$ cat src/hdl/wdc_regs.svh
// Register offsets, field positions, reset values and timing counts of the
// watchdog control unit. Included by the package file and by the bench.
//
// Overview of operation
// - Power-up flag set at power-up, software clears
// - Interrupt flag set on every time-out except during external or watchdog reset, software clears
// - Reset-cause flag set by watchdog reset, sticky
// - Reset enable low: reset-cause flag untouched by watchdog
// - Reset enable arms time-out system reset
// - Restart bit clears counter, then clears itself
// - Time-out: interrupt, then reset 512 clocks later
// - External reset leaves control pattern 0x0x0xx0
// - Reset-cause flag: watchdog sets, power resets clear
// - Power-on sets power-up flag, clears reset enable
// - Protected bits written only inside open window
// - Key AAh then 55h opens three-cycle window
// - Period select 11 gives 26-bit count
// - Priority bit sets watchdog interrupt level
`ifndef WDC_REGS_SVH
`define WDC_REGS_SVH

`define WDC_ADDR_CLOCK_CONTROL 8'h8e
`define WDC_ADDR_TA 8'hc7
`define WDC_ADDR_WATCHDOG_CONTROL_STATUS 8'hd8
`define WDC_ADDR_EIE 8'he8
`define WDC_ADDR_EIP 8'hf8

`define WDC_WATCHDOG_CONTROL_STATUS_POR 6
`define WDC_WATCHDOG_CONTROL_STATUS_WD_INTERRUPT_FLAG 3
`define WDC_WATCHDOG_CONTROL_STATUS_WD_RESET_CAUSE_FLAG 2
`define WDC_WATCHDOG_CONTROL_STATUS_EWT 1
`define WDC_WATCHDOG_CONTROL_STATUS_RWT 0
`define WDC_WATCHDOG_CONTROL_STATUS_FREE_MASK 8'hb0
`define WDC_WATCHDOG_CONTROL_STATUS_KEEP_MASK 8'h10
`define WDC_CLOCK_CONTROL_SEL_HI 7
`define WDC_CLOCK_CONTROL_SEL_LO 6
`define WDC_EIE_WD_IRQ_ENABLE 4
`define WDC_EIP_WD_IRQ_PRIORITY 4
`define WDC_EIE_RSVD_ONES 8'he0

`define WDC_CLOCK_CONTROL_RESET 8'h01
`define WDC_WATCHDOG_CONTROL_STATUS_RESET 8'h40
`define WDC_TA_KEY1 8'haa
`define WDC_TA_KEY2 8'h55

`define WDC_CLK_PERIOD_NS 10
`define WDC_CLKS_PER_MC 4
`define WDC_TA_WINDOW_MC 3
`define WDC_TA_WINDOW_CLKS (`WDC_TA_WINDOW_MC * `WDC_CLKS_PER_MC)
`define WDC_RST_DELAY_CLKS 512
`define WDC_LEN_SEL3 26

`endif

$ cat src/hdl/wdc_pkg.sv
// Types shared by the watchdog control unit modules.
// Assumes wdc_regs.svh is on the include path.
`include "wdc_regs.svh"
package wdc_pkg;
    typedef logic [7:0] wdc_byte_t;
    typedef enum logic {TA_IDLE, TA_ARMED} wdc_ta_e;
    typedef enum logic {DLY_IDLE, DLY_WAIT} wdc_dly_e;
endpackage

$ cat src/hdl/wdc_counter.sv
// Free-running watchdog counter with four selectable count lengths.
// Assumes restart comes from logic on the same clock.
`timescale 1ns/100ps
module wdc_counter import wdc_pkg::*; #(
    parameter int CNT_W = `WDC_LEN_SEL3,
    parameter int LEN0 = 17,
    parameter int LEN1 = 20,
    parameter int LEN2 = 23,
    parameter int LEN3 = `WDC_LEN_SEL3
) (
    input wire logic i_clk,
    input wire logic i_nrst,
    input wire logic i_restart,
    input wire logic [1:0] i_sel,
    output logic [CNT_W-1:0] o_count,
    output logic o_timeout
);
    logic [CNT_W-1:0] cnt_q, cnt_d, limit;
    logic tmo_q, tmo_d;
    int len;

    always_comb begin
        case (i_sel)
            2'd0: len = LEN0;
            2'd1: len = LEN1;
            2'd2: len = LEN2;
            default: len = LEN3;
        endcase
        limit = {CNT_W{1'b1}} >> (CNT_W - len);
        tmo_d = 1'b0;
        if (i_restart) begin
            cnt_d = '0;
        end else if (cnt_q >= limit) begin
            cnt_d = '0;
            tmo_d = 1'b1;
        end else begin
            cnt_d = cnt_q + 1'b1;
        end
    end

    always_ff @(posedge i_clk or negedge i_nrst) begin
        if (!i_nrst) begin
            cnt_q <= '0;
            tmo_q <= 1'b0;
        end else begin
            cnt_q <= cnt_d;
            tmo_q <= tmo_d;
        end
    end

    assign o_count = cnt_q;
    assign o_timeout = tmo_q;
endmodule

$ cat src/hdl/wdc_top.sv
// Watchdog control unit: special function registers, timed access,
// time-out interrupt flag and delayed watchdog system reset.
// Assumes the core's SFR port is on i_clk; reset pins are asynchronous.
`timescale 1ns/100ps
module wdc_top import wdc_pkg::*; #(
    parameter int CNT_W = `WDC_LEN_SEL3,
    parameter int LEN0 = 17,
    parameter int LEN1 = 20,
    parameter int LEN2 = 23,
    parameter int LEN3 = `WDC_LEN_SEL3,
    parameter int RST_DELAY = `WDC_RST_DELAY_CLKS,
    parameter int TA_WINDOW = `WDC_TA_WINDOW_CLKS
) (
    input wire logic i_clk,
    input wire logic i_nrst,
    input wire logic i_ext_rst,
    input wire logic i_pwr_fail,
    input wire logic [7:0] i_sfr_addr,
    input wire logic i_sfr_wr,
    input wire logic [7:0] i_sfr_wdata,
    input wire logic i_sfr_rd,
    output logic [7:0] o_sfr_rdata,
    output logic o_wd_irq,
    output logic o_wd_irq_prio,
    output logic o_wd_reset
);
    localparam int DLY_W = $clog2(RST_DELAY + 1);
    localparam int TA_W = $clog2(TA_WINDOW + 1);

    generate
        if (LEN0 < 1 || LEN1 < 1 || LEN2 < 1 || LEN3 < 1 ||
            LEN0 > CNT_W || LEN1 > CNT_W || LEN2 > CNT_W || LEN3 > CNT_W) begin : g_bad_len
            $error("Watchdog count length outside counter width");
        end
        if (RST_DELAY < 2 || TA_WINDOW < 1) begin : g_bad_dly
            $error("Reset delay or access window too short");
        end
    endgenerate

    // Pin synchronisers
    logic ext_m_q, ext_q, pf_m_q, pf_q;
    always_ff @(posedge i_clk or negedge i_nrst) begin
        if (!i_nrst) begin
            ext_m_q <= 1'b0;
            ext_q <= 1'b0;
            pf_m_q <= 1'b0;
            pf_q <= 1'b0;
        end else begin
            ext_m_q <= i_ext_rst;
            ext_q <= ext_m_q;
            pf_m_q <= i_pwr_fail;
            pf_q <= pf_m_q;
        end
    end

    logic wd_rst_q, wd_rst_d;
    logic soft_rst;
    assign soft_rst = ext_q | wd_rst_q;

    // Address decode
    logic wr_clock_control, wr_ta, wr_watchdog_control_status, wr_eie, wr_eip;
    always_comb begin
        wr_clock_control = 1'b0;
        wr_ta = 1'b0;
        wr_watchdog_control_status = 1'b0;
        wr_eie = 1'b0;
        wr_eip = 1'b0;
        if (!i_sfr_wr) begin
            wr_ta = 1'b0;
        end else if (i_sfr_addr == `WDC_ADDR_CLOCK_CONTROL) begin
            wr_clock_control = 1'b1;
        end else if (i_sfr_addr == `WDC_ADDR_TA) begin
            wr_ta = 1'b1;
        end else if (i_sfr_addr == `WDC_ADDR_WATCHDOG_CONTROL_STATUS) begin
            wr_watchdog_control_status = 1'b1;
        end else if (i_sfr_addr == `WDC_ADDR_EIE) begin
            wr_eie = 1'b1;
        end else if (i_sfr_addr == `WDC_ADDR_EIP) begin
            wr_eip = 1'b1;
        end
    end

    // Timed access key sequence and window
    wdc_ta_e ta_st_q, ta_st_d;
    logic [TA_W-1:0] ta_cnt_q, ta_cnt_d;
    logic ta_open;
    assign ta_open = (ta_cnt_q != '0);

    always_comb begin
        ta_st_d = ta_st_q;
        ta_cnt_d = ta_cnt_q;
        if (ta_cnt_q != '0) begin
            ta_cnt_d = ta_cnt_q - 1'b1;
        end
        if (soft_rst) begin
            ta_st_d = TA_IDLE;
            ta_cnt_d = '0;
        end else if (i_sfr_wr) begin
            case (ta_st_q)
                TA_IDLE: begin
                    if (wr_ta && i_sfr_wdata == `WDC_TA_KEY1) begin
                        ta_st_d = TA_ARMED;
                    end
                end
                default: begin
                    ta_st_d = TA_IDLE;
                    if (wr_ta && i_sfr_wdata == `WDC_TA_KEY2) begin
                        ta_cnt_d = TA_W'(TA_WINDOW);
                    end else if (wr_ta && i_sfr_wdata == `WDC_TA_KEY1) begin
                        ta_st_d = TA_ARMED;
                    end
                end
            endcase
        end
    end

    always_ff @(posedge i_clk or negedge i_nrst) begin
        if (!i_nrst) begin
            ta_st_q <= TA_IDLE;
            ta_cnt_q <= '0;
        end else begin
            ta_st_q <= ta_st_d;
            ta_cnt_q <= ta_cnt_d;
        end
    end

    // Watchdog control and companion registers
    logic por_q, por_d, ewt_q, ewt_d, wd_interrupt_flag_q, wd_interrupt_flag_d, wd_reset_cause_flag_q, wd_reset_cause_flag_d, rwt_q, rwt_d;
    logic [2:0] free_q, free_d;
    wdc_byte_t clock_control_q, clock_control_d;
    logic wd_irq_enable_q, wd_irq_enable_d, wd_irq_priority_q, wd_irq_priority_d;
    logic prot_wr;
    logic timeout;
    logic [CNT_W-1:0] wd_count;
    assign prot_wr = wr_watchdog_control_status && ta_open;

    always_comb begin
        por_d = por_q;
        ewt_d = ewt_q;
        wd_interrupt_flag_d = wd_interrupt_flag_q;
        wd_reset_cause_flag_d = wd_reset_cause_flag_q;
        rwt_d = 1'b0;
        free_d = free_q;
        clock_control_d = clock_control_q;
        wd_irq_enable_d = wd_irq_enable_q;
        wd_irq_priority_d = wd_irq_priority_q;
        if (prot_wr) begin
            por_d = i_sfr_wdata[`WDC_WATCHDOG_CONTROL_STATUS_POR];
            ewt_d = i_sfr_wdata[`WDC_WATCHDOG_CONTROL_STATUS_EWT];
        end
        if (soft_rst) begin
            wd_interrupt_flag_d = 1'b0;
            free_d = {1'b0, 1'b0, free_q[0]};
            clock_control_d = `WDC_CLOCK_CONTROL_RESET;
            wd_irq_enable_d = 1'b0;
            wd_irq_priority_d = 1'b0;
        end else begin
            if (timeout) begin
                wd_interrupt_flag_d = 1'b1;
            end else if (prot_wr) begin
                wd_interrupt_flag_d = i_sfr_wdata[`WDC_WATCHDOG_CONTROL_STATUS_WD_INTERRUPT_FLAG];
            end
            if (prot_wr && i_sfr_wdata[`WDC_WATCHDOG_CONTROL_STATUS_RWT]) begin
                rwt_d = 1'b1;
            end
            if (wr_watchdog_control_status) begin
                free_d = {i_sfr_wdata[7], i_sfr_wdata[5], i_sfr_wdata[4]};
            end
            if (wr_clock_control) begin
                clock_control_d = i_sfr_wdata;
            end
            if (wr_eie) begin
                wd_irq_enable_d = i_sfr_wdata[`WDC_EIE_WD_IRQ_ENABLE];
            end
            if (wr_eip) begin
                wd_irq_priority_d = i_sfr_wdata[`WDC_EIP_WD_IRQ_PRIORITY];
            end
        end
        if (wd_rst_q && ewt_q) begin
            wd_reset_cause_flag_d = 1'b1;
        end else if (pf_q) begin
            wd_reset_cause_flag_d = 1'b0;
        end else if (wr_watchdog_control_status) begin
            wd_reset_cause_flag_d = i_sfr_wdata[`WDC_WATCHDOG_CONTROL_STATUS_WD_RESET_CAUSE_FLAG];
        end
    end

    always_ff @(posedge i_clk or negedge i_nrst) begin
        if (!i_nrst) begin
            por_q <= 1'b1;
            ewt_q <= 1'b0;
            wd_interrupt_flag_q <= 1'b0;
            wd_reset_cause_flag_q <= 1'b0;
            rwt_q <= 1'b0;
            free_q <= '0;
            clock_control_q <= `WDC_CLOCK_CONTROL_RESET;
            wd_irq_enable_q <= 1'b0;
            wd_irq_priority_q <= 1'b0;
        end else begin
            por_q <= por_d;
            ewt_q <= ewt_d;
            wd_interrupt_flag_q <= wd_interrupt_flag_d;
            wd_reset_cause_flag_q <= wd_reset_cause_flag_d;
            rwt_q <= rwt_d;
            free_q <= free_d;
            clock_control_q <= clock_control_d;
            wd_irq_enable_q <= wd_irq_enable_d;
            wd_irq_priority_q <= wd_irq_priority_d;
        end
    end

    wdc_counter #(
        .CNT_W(CNT_W),
        .LEN0(LEN0),
        .LEN1(LEN1),
        .LEN2(LEN2),
        .LEN3(LEN3)
    ) u_counter (
        .i_clk(i_clk),
        .i_nrst(i_nrst),
        .i_restart(rwt_q | soft_rst),
        .i_sel(clock_control_q[`WDC_CLOCK_CONTROL_SEL_HI:`WDC_CLOCK_CONTROL_SEL_LO]),
        .o_count(wd_count),
        .o_timeout(timeout)
    );

    // Delay from time-out to watchdog reset
    wdc_dly_e dly_st_q, dly_st_d;
    logic [DLY_W-1:0] dly_cnt_q, dly_cnt_d;

    always_comb begin
        dly_st_d = dly_st_q;
        dly_cnt_d = dly_cnt_q;
        wd_rst_d = 1'b0;
        if (soft_rst || rwt_q) begin
            dly_st_d = DLY_IDLE;
            dly_cnt_d = '0;
        end else begin
            case (dly_st_q)
                DLY_IDLE: begin
                    if (timeout) begin
                        dly_st_d = DLY_WAIT;
                        dly_cnt_d = DLY_W'(RST_DELAY - 1);
                    end
                end
                default: begin
                    dly_cnt_d = dly_cnt_q - 1'b1;
                    if (dly_cnt_q == DLY_W'(1)) begin
                        dly_st_d = DLY_IDLE;
                        wd_rst_d = ewt_q;
                    end
                end
            endcase
        end
    end

    always_ff @(posedge i_clk or negedge i_nrst) begin
        if (!i_nrst) begin
            dly_st_q <= DLY_IDLE;
            dly_cnt_q <= '0;
            wd_rst_q <= 1'b0;
        end else begin
            dly_st_q <= dly_st_d;
            dly_cnt_q <= dly_cnt_d;
            wd_rst_q <= wd_rst_d;
        end
    end

    // Read-back, answered the cycle after the read strobe
    wdc_byte_t rdata_q, rdata_d;
    always_comb begin
        rdata_d = rdata_q;
        if (!i_sfr_rd) begin
            rdata_d = rdata_q;
        end else if (i_sfr_addr == `WDC_ADDR_CLOCK_CONTROL) begin
            rdata_d = clock_control_q;
        end else if (i_sfr_addr == `WDC_ADDR_WATCHDOG_CONTROL_STATUS) begin
            rdata_d = {free_q[2], por_q, free_q[1], free_q[0], wd_interrupt_flag_q, wd_reset_cause_flag_q, ewt_q, rwt_q};
        end else if (i_sfr_addr == `WDC_ADDR_EIE) begin
            rdata_d = `WDC_EIE_RSVD_ONES | {3'h0, wd_irq_enable_q, 4'h0};
        end else if (i_sfr_addr == `WDC_ADDR_EIP) begin
            rdata_d = {3'h0, wd_irq_priority_q, 4'h0};
        end else begin
            rdata_d = 8'h00;
        end
    end

    always_ff @(posedge i_clk or negedge i_nrst) begin
        if (!i_nrst) begin
            rdata_q <= 8'h00;
        end else begin
            rdata_q <= rdata_d;
        end
    end

    assign o_sfr_rdata = rdata_q;
    assign o_wd_irq = wd_interrupt_flag_q & wd_irq_enable_q;
    assign o_wd_irq_prio = wd_irq_priority_q;
    assign o_wd_reset = wd_rst_q;
endmodule

$ cat config.mk
export PLATFORM = sky130hd
export DESIGN_NAME = wdc_top
export DESIGN_NICKNAME = d
export VERILOG_FILES = /design/src/hdl/wdc_pkg.sv /design/src/hdl/wdc_counter.sv /design/src/hdl/wdc_top.sv
export VERILOG_INCLUDE_DIRS = /design/src /design/src/hdl
export SDC_FILE = /design/constraint.sdc
export NUM_CORES = 1
export LEC_CHECK = 0
export BUFFER_PORTS_ARGS = -buffer_cell sky130_fd_sc_hd__clkbuf_2
export CAP_MARGIN = 0
export CORE_MARGIN = 2
export CORE_UTILIZATION = 45
export DETAILED_ROUTE_END_ITERATION = 6
export PLACE_DENSITY_LB_ADDON = 0.2
export SYNTH_ARGS = -nofsm -noshare
export SYNTH_HDL_FRONTEND = slang
export SYNTH_HIERARCHICAL = 1
export SYNTH_SLANG_ARGS = --single-unit
$ cat constraint.sdc
create_clock -name i_clk -period 2.8 [get_ports i_clk]
set_input_delay 0.42 -clock i_clk [delete_from_list [all_inputs] [get_ports i_clk]]
set_output_delay 0.42 -clock i_clk [all_outputs]
set_load 0.03 [all_outputs]
Word level (Yosys, flattened, before mapping)
Cells that the tools add are included.
{"block": "totals", "register_bits": 74, "in_bits": 22, "out_inout_bits": 11, "word_cells": 124}
{"block": "op_classes", "n_addsub": 4, "magnitude_cmp": 1, "n_eq_ne": 10, "n_shift": 1, "n_mux": 65, "bitwise": 4, "n_reduce_logical": 17}
{"operator": "two-way mux 26 bit", "n": 2}
{"operator": "== test 8 bit (second input constant)", "n": 6}
{"operator": "two-way mux 1 bit", "n": 46}
{"operator": "two-way mux 8 bit", "n": 5}
{"operator": "right shift 26 x 32 -> 26 bit (first input constant)", "n": 1}
{"operator": "two-way mux 10 bit", "n": 3}
{"operator": "adder 26 x 1 -> 26 bit (second input constant)", "n": 1}
{"operator": "greater-or-equal comparator 26 bit", "n": 1}
{"operator": "two-way mux 4 bit", "n": 5}
{"operator": "case mux 4 bit (3 select lines)", "n": 1}
{"operator": "== test 10 x 1 -> 1 bit (second input constant)", "n": 1}
{"operator": "nonzero test 2 bit", "n": 5}
{"operator": "subtractor 10 x 1 -> 10 bit (second input constant)", "n": 1}
{"operator": "nonzero test 3 bit", "n": 3}
{"operator": "== test 8 x 7 -> 1 bit (second input constant)", "n": 1}
{"operator": "two-way mux 3 bit", "n": 2}
{"operator": "subtractor 5 x 5 -> 6 bit (first input constant)", "n": 1}
{"operator": "logical AND 1 bit", "n": 5}
{"operator": "two-way mux 5 bit", "n": 1}
{"operator": "nonzero test 4 bit", "n": 1}
{"operator": "subtractor 4 x 1 -> 4 bit (second input constant)", "n": 1}
{"operator": "== test 2 x 1 -> 1 bit (second input constant)", "n": 1}
{"operator": "== test 2 bit (second input constant)", "n": 1}
{"operator": "zero test 2 bit", "n": 1}
{"operator": "other kinds (5)", "n": 6}

Depth between registers and ports, before layout
Gate-level depths: netlist of run 1.
{"block": "depth", "ltp_word": 10, "ltp_mapped": 12, "ltp_nobuf": 10}

Hierarchy
The synthesis of run 1 kept the hierarchy.
{"mod": "wdc_top", "n_inst": 1, "cells_each": 224, "area_each_um2": 2311.0, "seq_area_each_um2": 1178.6}
{"mod": "wdc_counter", "n_inst": 1, "cells_each": 195, "area_each_um2": 2029.4, "seq_area_each_um2": 675.6}

Worst setup path after synthesis of run 1
OpenSTA, ideal clock, no wires.
{"block": "synth_timing", "kind": "reg-to-reg", "from": "reg clock_control_q[6]", "to": "reg u_counter.cnt_q[10], in the netlist u_counter/o_count[10]", "setup_ps": 80, "t_arrival_ps": 2706, "required_time_ps": 2720, "slack_ps": 13, "path_stages_with_launch": 12, "n_path_buf": 2, "period_less_slack_ps": 2787, "path_cell_list": "dfrtp_1 -> inv_1 -> ha_1 -> and2_4 -> buf_6 -> ha_1 -> a31o_2 -> a221o_1 -> a221oi_2 -> a21oi_2 -> buf_4 -> nor3_2"}
{"block": "synth_via", "elab_chain_len": 7, "word_cells_on_any_way": 9, "classes_between": "add/sub: 1; order compare: 1; eq/ne: 2; shift: 1; mux: 3; reduce/logical: 1"}
{"element": "from (decl)", "line": "wdc_top.sv:130", "text": "wdc_byte_t clock_control_q, clock_control_d;"}
{"element": "from (signal assigned)", "line": "wdc_top.sv:196", "text": "clock_control_q <= `WDC_CLOCK_CONTROL_RESET;"}
{"element": "from (signal assigned)", "line": "wdc_top.sv:206", "text": "clock_control_q <= clock_control_d;"}
{"element": "== test 2 bit, or another cell as far along", "line": "wdc_counter.sv:23", "text": "case (i_sel)"}
{"element": "case mux 4 bit (3 select lines) (*)", "line": "wdc_counter.sv:23"}
{"element": "subtractor 5 x 5 -> 6 bit (*)", "line": "wdc_counter.sv:29", "text": "limit = {CNT_W{1'b1}} >> (CNT_W - len);"}
{"element": "right shift 26 x 32 -> 26 bit (*)", "line": "wdc_counter.sv:29"}
{"element": "greater-or-equal comparator 26 bit (*)", "line": "wdc_counter.sv:33", "text": "end else if (cnt_q >= limit) begin"}
{"element": "two-way mux 26 bit (*)", "line": "wdc_counter.sv:33"}
{"element": "two-way mux 26 bit (*)", "line": "wdc_counter.sv:31", "text": "if (i_restart) begin"}
{"element": "via u_counter.cnt_d[10]", "line": "wdc_counter.sv:18", "text": "logic [CNT_W-1:0] cnt_q, cnt_d, limit;"}
{"element": "to (signal assigned)", "line": "wdc_counter.sv:46", "text": "cnt_q <= cnt_d;"}
{"element": "to (decl)", "line": "wdc_counter.sv:18"}
The timed path passes the listed nets; every way through them passes the cells marked *.
A chain may end at the register's enable or synchronous reset.

Worst setup path after layout of run 1
{"block": "layout_timing", "from": "reg clock_control_q[6]", "to": "reg u_counter.cnt_q[13], in the netlist u_counter/o_count[13]"}
Same word-level chain as after synthesis.

==> qor.txt, run 1 <==
Status -> finished clean
Tot Pwr -> 2510 uW
Worst slew pin tran -> 922 ps
CTS H-Tree Depth -> 3
Hpwl dp -> 6550 um
Ys flop type -> dfrtp_1
Critical path startpoint -> clock_control_q[6]
Post-layout nets -> 511
Area Growth Syn to Fin -> 18.5%
Final worst path period need -> 2730 ps
Synthesized Nets -> 469
Peak supply drop -> 319 uV
Die X -> 102 um
Worst setup path category -> reg -> reg
Clock skew -> 6.46 ps
Worst-path cell chain -> inv_2, ha_4, and2_4, ha_1, and4_1, a221o_1, a221oi_4, nand3b_4, buf_6, nor3_2
Initial antenna violation count -> 0
Die footprint -> 10,400 sq um
Hold_sp -> i_ext_rst
Worst-Skew Late Latency -> 350 ps
Final worst path period share -> 97.3%
I/O Buffers -> 32
Final hold slack -> 171 ps
Register area share after synthesis -> 42.7%
CTS root buffer -> clkbuf_8
Critical Path End -> u_counter/o_count[13]
Synth Cell Area -> 4340 sq um
Hold WC Path Type -> in -> reg
Worst-case clock buffer depth -> 2
R2r setup slk -> 70 ps
# IOs -> 33
Layout fillers -> 840
Achievable Freq -> 367 MHz
GPL Wtd Cong -> 0.866
Number of diodes -> 0
Rel. slew slack -> 38.5%
Delay-heaviest family, CP -> compound AO/OA/AOI/OAI gates
Pwr Density -> 488 nW/um^2
Post-Route WL -> 9830 um
WL/cell -> 16.5 um
Worst reg2reg path endpoint -> u_counter/o_count[13]
Initial Util -> 46.8%
Die height -> 102 um
Synthesized instance count -> 419
Max FO, Critical Path -> 9
Fin. max-slew vios -> 0
Cell count along the critical path -> 10
Final setup fails -> 0
Overall routing resource usage -> 19.6%
Slowest stage cell on the critical path -> dfrtp_1
GRT overflow -> 0
Share of synthesized registers carrying an async set or reset -> 100%
Final antenna-violating net count -> 0
Hold Vio Cnt, Final -> 0
CP required -> 3070 ps
Synth top area share -> 41.5%
Largest net degree at the start of global routing -> 75
CTS Buf Count -> 9
Routed vias -> 3,311
Routed vias/inst -> 5.56
First-pass GRT wire length -> 16,000 um
Dpl ws -> -36.8 ps
Max-Cap Viols -> 0
# hold bufs at CTS -> 0
Post-synth EDFFs -> 0
Distinct cells, synth -> 67
Area leader, netlist -> dfrtp_1
Worst setup EP type -> flop
Final WS setup -> 74.2 ps
Residual DRC count -> 0
CP peak stage delay -> 410 ps
#FFs+latches synth -> 74
Crit path DAT -> 2990 ps
Initial DRC count -> 140
Worst Path Buf+Inv -> 2
Final core occ -> 55.4%
CTS clock-pin slew for the worst setup and hold paths -> 80 ps
Core Footprint -> 9280 sq um
Crit path launch type -> flop
Worst r2r path cells -> 10
TritonCTS clock tree -> done
Pre-antenna DRT Iters -> 4
Post-Syn Area per Cell -> 10.4 sq um
Critical R2R Launch -> clock_control_q[6]
Num rows -> 35
Clock sink total -> 74
Synth top area cells -> dfrtp_1 (42%), ha_1 (8.1%), nor3_2 (4.8%)
Vias in the first global route -> 3,238
Fraction of layout cells with a size suffix above 1 -> 26.6%
P_leak -> 0.00230 uW
Ys Warns -> 6
[cell usage in the layout, fill, tap and decap left out, types with 10 or more instances in the layout]
cell type	instances
nand3_1	14
clkbuf_2	31
a21oi_1	22
xnor2_1	19
mux2i_1	14
nor3_1	15
nor2_1	37
nand2_1	18
nor3_2	24
buf_4	12
clkbuf_8	10
ha_1	25
dfrtp_1	72
inv_1	13
[power by group]
| part | total [uW] | switching (uW) | internal (uW) |
|---|---|---|---|
| logic | 252 | 146 | 107 |
| registers | 1130 | 28.9 | 1100 |
| clock network | 1120 | 414 | 710 |
[sequential cells by signal (all words and copies together), names as in the netlist, 3 cells and up]
signal / cells
ta_cnt_q: 4
o_sfr_rdata: 8
free_q: 3
u_counter/o_count: 26
clock_control_q: 8
dly_cnt_q: 10
[per-stage QoR]
stage               instance area (sq um)  instances  setup TNS [ps]
floorplan                            4340        419               0
global placement                     4640        570               0
detailed placement                   4640        570           -56.0
CTS                                  4950        588               0
global route                         5140        595           -37.5
finish                               5140        595               0
[Yosys cell counts, types with 4 or more instances]
| cell | n |
|---|---|
| dfrtp_1 | 72 |
| nor2_1 | 37 |
| ha_1 | 28 |
| a21oi_1 | 22 |
| nor3_2 | 21 |
| nor3_1 | 20 |
| xnor2_1 | 19 |
| nand2_1 | 18 |
| inv_1 | 15 |
| mux2i_1 | 14 |
| nand3_1 | 14 |
| clkbuf_1 | 10 |
| nand4_1 | 8 |
| nor4_1 | 7 |
| xor2_1 | 6 |
| a21o_1 | 5 |
| a311oi_1 | 5 |
| o21ai_0 | 5 |
| a22oi_1 | 4 |
| a32oi_1 | 4 |
| and3_1 | 4 |
| mux2_2 | 4 |
| nand2b_1 | 4 |
| nor3b_1 | 4 |
| or2_2 | 4 |
[cells by family (layout without fill, tap and decap cells)]
| kind of cell | count (synthesis) | in the layout | synth area share, % |
|---|---|---|---|
| buf+inv | 35 | 81 | 3.80 |
| compound gates | 68 | 68 | 11.3 |
| mux | 18 | 18 | 4.27 |
| xor+xnor | 25 | 25 | 5.04 |
| flops | 74 | 74 | 42.7 |
| simple gates | 171 | 172 | 24.8 |
| fa+ha+maj | 28 | 28 | 8.07 |
[per-layer routing]
layer	global-route usage [%]	wire length, um	up-vias
met2	30.4	4660	54
met5	0	0	-
met1	27.4	4690	1622
met3	4.24	324	14
met4	6.67	164	0
li1	-	-	1621
[worst min path at each step]
stage,to,slack [ps],depth (start not counted)
global placement,ext_q,330,0
global route,ext_m_q,140,1
detailed placement,pf_q,340,0
finish,ext_m_q,170,1
floorplan,clock_control_q[1],120,0
CTS,ext_m_q,150,1
[repair_timing]
action                                  4_1_cts  5_1_grt
endpoints found under the setup margin       10       27
pin swaps                                     1        7
gates resized for setup                       2       21
setup buffers                                 2        3
gates cloned                                  0        4
[area by class of cell]
cell class / count / area [sq um] / area share (%)
Sequential cell: 74 / 1850 / 36.0
Clock inverter: 6 / 136 / 2.65
Timing Repair Buffer: 50 / 360 / 7.00
Clock buffer: 10 / 138 / 2.68
Multi-Input combinational cell: 311 / 2440 / 47.4
Inverter: 15 / 56.3 / 1.09
Tap cell: 129 / 161 / 3.14
Power figures use the tool's default switching activity.
==> run 2, diff against run 1 <==
- CORE_MARGIN: 2 -> 5
==> qor.txt, run 2 (same netlist as run 1, synthesis figures left out) <==
Status -> finished clean
Worst slew pin tran -> 929 ps (+6.82 ps)
Max FO, Critical Path -> 9 (unchanged)
Hpwl dp -> 6670 um (+1.9%)
Dpl ws -> -17.4 ps (+19.4 ps)
Hold Vio Cnt, Final -> 0 (unchanged)
Worst-case clock buffer depth -> 2 (unchanged)
Placed cells -> 571 (+0.18%)
Post-Route WL -> 9710 um (-1.3%)
R2r setup slk -> 100 ps (+30 ps)
Worst setup path category -> reg -> reg
# hold bufs at CTS -> 0 (unchanged)
Overall routing resource usage -> 17.7% (-1.9 points)
Crit path DAT -> 2970 ps (-20 ps)
CP required -> 3080 ps (about the same)
TritonCTS clock tree -> done
Final setup fails -> 0 (unchanged)
Die height -> 108 um (+5.9%)
Area Growth Syn to Fin -> 15.7%
Initial antenna violation count -> 0 (unchanged)
Number of diodes -> 0 (unchanged)
Rel. slew slack -> 38.1% (-0.45 points)
Most common cell after layout, fill and taps aside -> dfrtp_1
# IOs -> 33 (unchanged)
Pwr Density -> 456 nW/um^2 (-6.4%)
Final core occ -> 53.9% (-1.6 points)
P_leak -> 0.00228 uW (-1.2%)
Clock sink total -> 74 (unchanged)
Fraction of layout cells with a size suffix above 1 -> 25.5% (-1.1 points)
Initial DRC count -> 119 (-15%)
First-pass GRT wire length -> 16,400 um (+2.7%)
Commonest cells after routing, fill and taps aside -> dfrtp_1 (72), nor2_1 (37), clkbuf_2 (31)
Vias in the first global route -> 3,311 (+2.3%)
Pre-antenna DRT Iters -> 5 (+1)
CTS root buffer -> clkbuf_8
Worst setup EP type -> flop
GPL Wtd Cong -> 0.817 (-5.7%)
Worst-Skew Late Latency -> 360 ps (about the same)
I/O Buffers -> 32 (unchanged)
Finished Layout Cells -> 592 (-0.50%)
Core Footprint -> 9330 sq um (+0.47%)
CTS Buf Count -> 9 (unchanged)
Fin. max-slew vios -> 0 (unchanged)
WL/cell -> 16.4 um (-0.80%)
Clock skew -> 11.1 ps (+4.67 ps)
Routed vias/inst -> 5.63 (+1.1%)
Hold WC Path Type -> in -> reg
Largest register FFs -> 26 (unchanged)
Die footprint -> 11,700 sq um (+12%)
Crit path launch type -> flop
Final worst path period share -> 96.3% (-1.0 points)
Final WS setup -> 103 ps (+28.9 ps)
Final antenna-violating net count -> 0 (unchanged)
CTS H-Tree Depth -> 3 (unchanged)
GRT overflow -> 0 (unchanged)
Die X -> 108 um (+5.9%)
Tot Pwr -> 2290 uW (-8.6%)
Num rows -> 35 (unchanged)
Residual DRC count -> 0 (unchanged)
Max-Cap Viols -> 0 (unchanged)
Achievable Freq -> 371 MHz (+1.1%)
Final worst path period need -> 2700 ps (-28.9 ps)
Post-layout nets -> 508 (-0.59%)
Routed vias -> 3,332 (+0.63%)
Largest net degree at the start of global routing -> 75 (unchanged)
CTS clock-pin slew for the worst setup and hold paths -> 80 ps (about the same)
Peak supply drop -> 397 uV (+24%)
Initial Util -> 46.5% (-0.22 points)
[run 2: stage by stage]
| stage | hold slack [ps] | cell area, sq um | TNS, ps |
|---|---|---|---|
| detailed placement | 343 | 4650 | -34.0 |
| finish | 170 | 5020 | 0 |
| global placement | 334 | 4650 | 0 |
| floorplan | 124 | 4340 | 0 |
| CTS | 141 | 4880 | 0 |
| global route | 136 | 5020 | -107 |
[run 2: path summary, 6_finish.rpt]
check	to	startpoint	cells after the start
min in group asynchronous	o_sfr_rdata[7]	i_nrst	1
max in group asynchronous	dly_cnt_q[8]	i_nrst	1
max reg2reg	u_counter/o_count[10]	clock_control_q[7]	10
min	ext_m_q	i_ext_rst	1
min reg2reg	pf_q	pf_m_q	0
max	u_counter/o_count[10]	clock_control_q[7]	10
[run 2: final cells by class]
class                           count  area (sq um)
Multi-Input combinational cell    310          2400
Clock inverter                      5          78.8
Tap cell                          129           161
Fill cell                         827          4300
Inverter                           15          56.3
Timing Repair Buffer               48           345
Sequential cell                    74          1850
Clock buffer                       11           131
[run 2: routing by layer]
layer | GRT usage (%) | vias to the layer above | part of all wire (%)
met5 | 0 | - | 0
met4 | 6.13 | 0 | 1.2
met3 | 4.84 | 11 | 3.5
met2 | 28.1 | 58 | 49
met1 | 23.4 | 1646 | 46
li1 | - | 1617 | -
[run 2: critical path, stage by stage, from the launching register on]
cell	delay, ps
dfrtp_1	420
buf_6	140
ha_1	190
and2_4	190
ha_1	260
and4_1	190
a221o_1	330
a221oi_4	340
nand3b_4	180
clkbuf_16	210
nor3_2	150
[run 2: power by group]
| part | switching, uW | leakage (uW) | internal (uW) |
|---|---|---|---|
| clock | 402 | 0.000107 | 501 |
| sequential | 29.7 | 0.00100 | 1100 |
| combinational | 148 | 0.00117 | 106 |
| total | 580 | 0.00228 | 1710 |
[run 2: what timing repair did]
item | in CTS | in global routing
endpoints found under the setup margin | 8 | 27
hold endpoints to repair | 0 | 0
buffers inserted | 1 | 2
cloned | 0 | 2
gates resized for setup | 2 | 14
pin swaps | 1 | 6
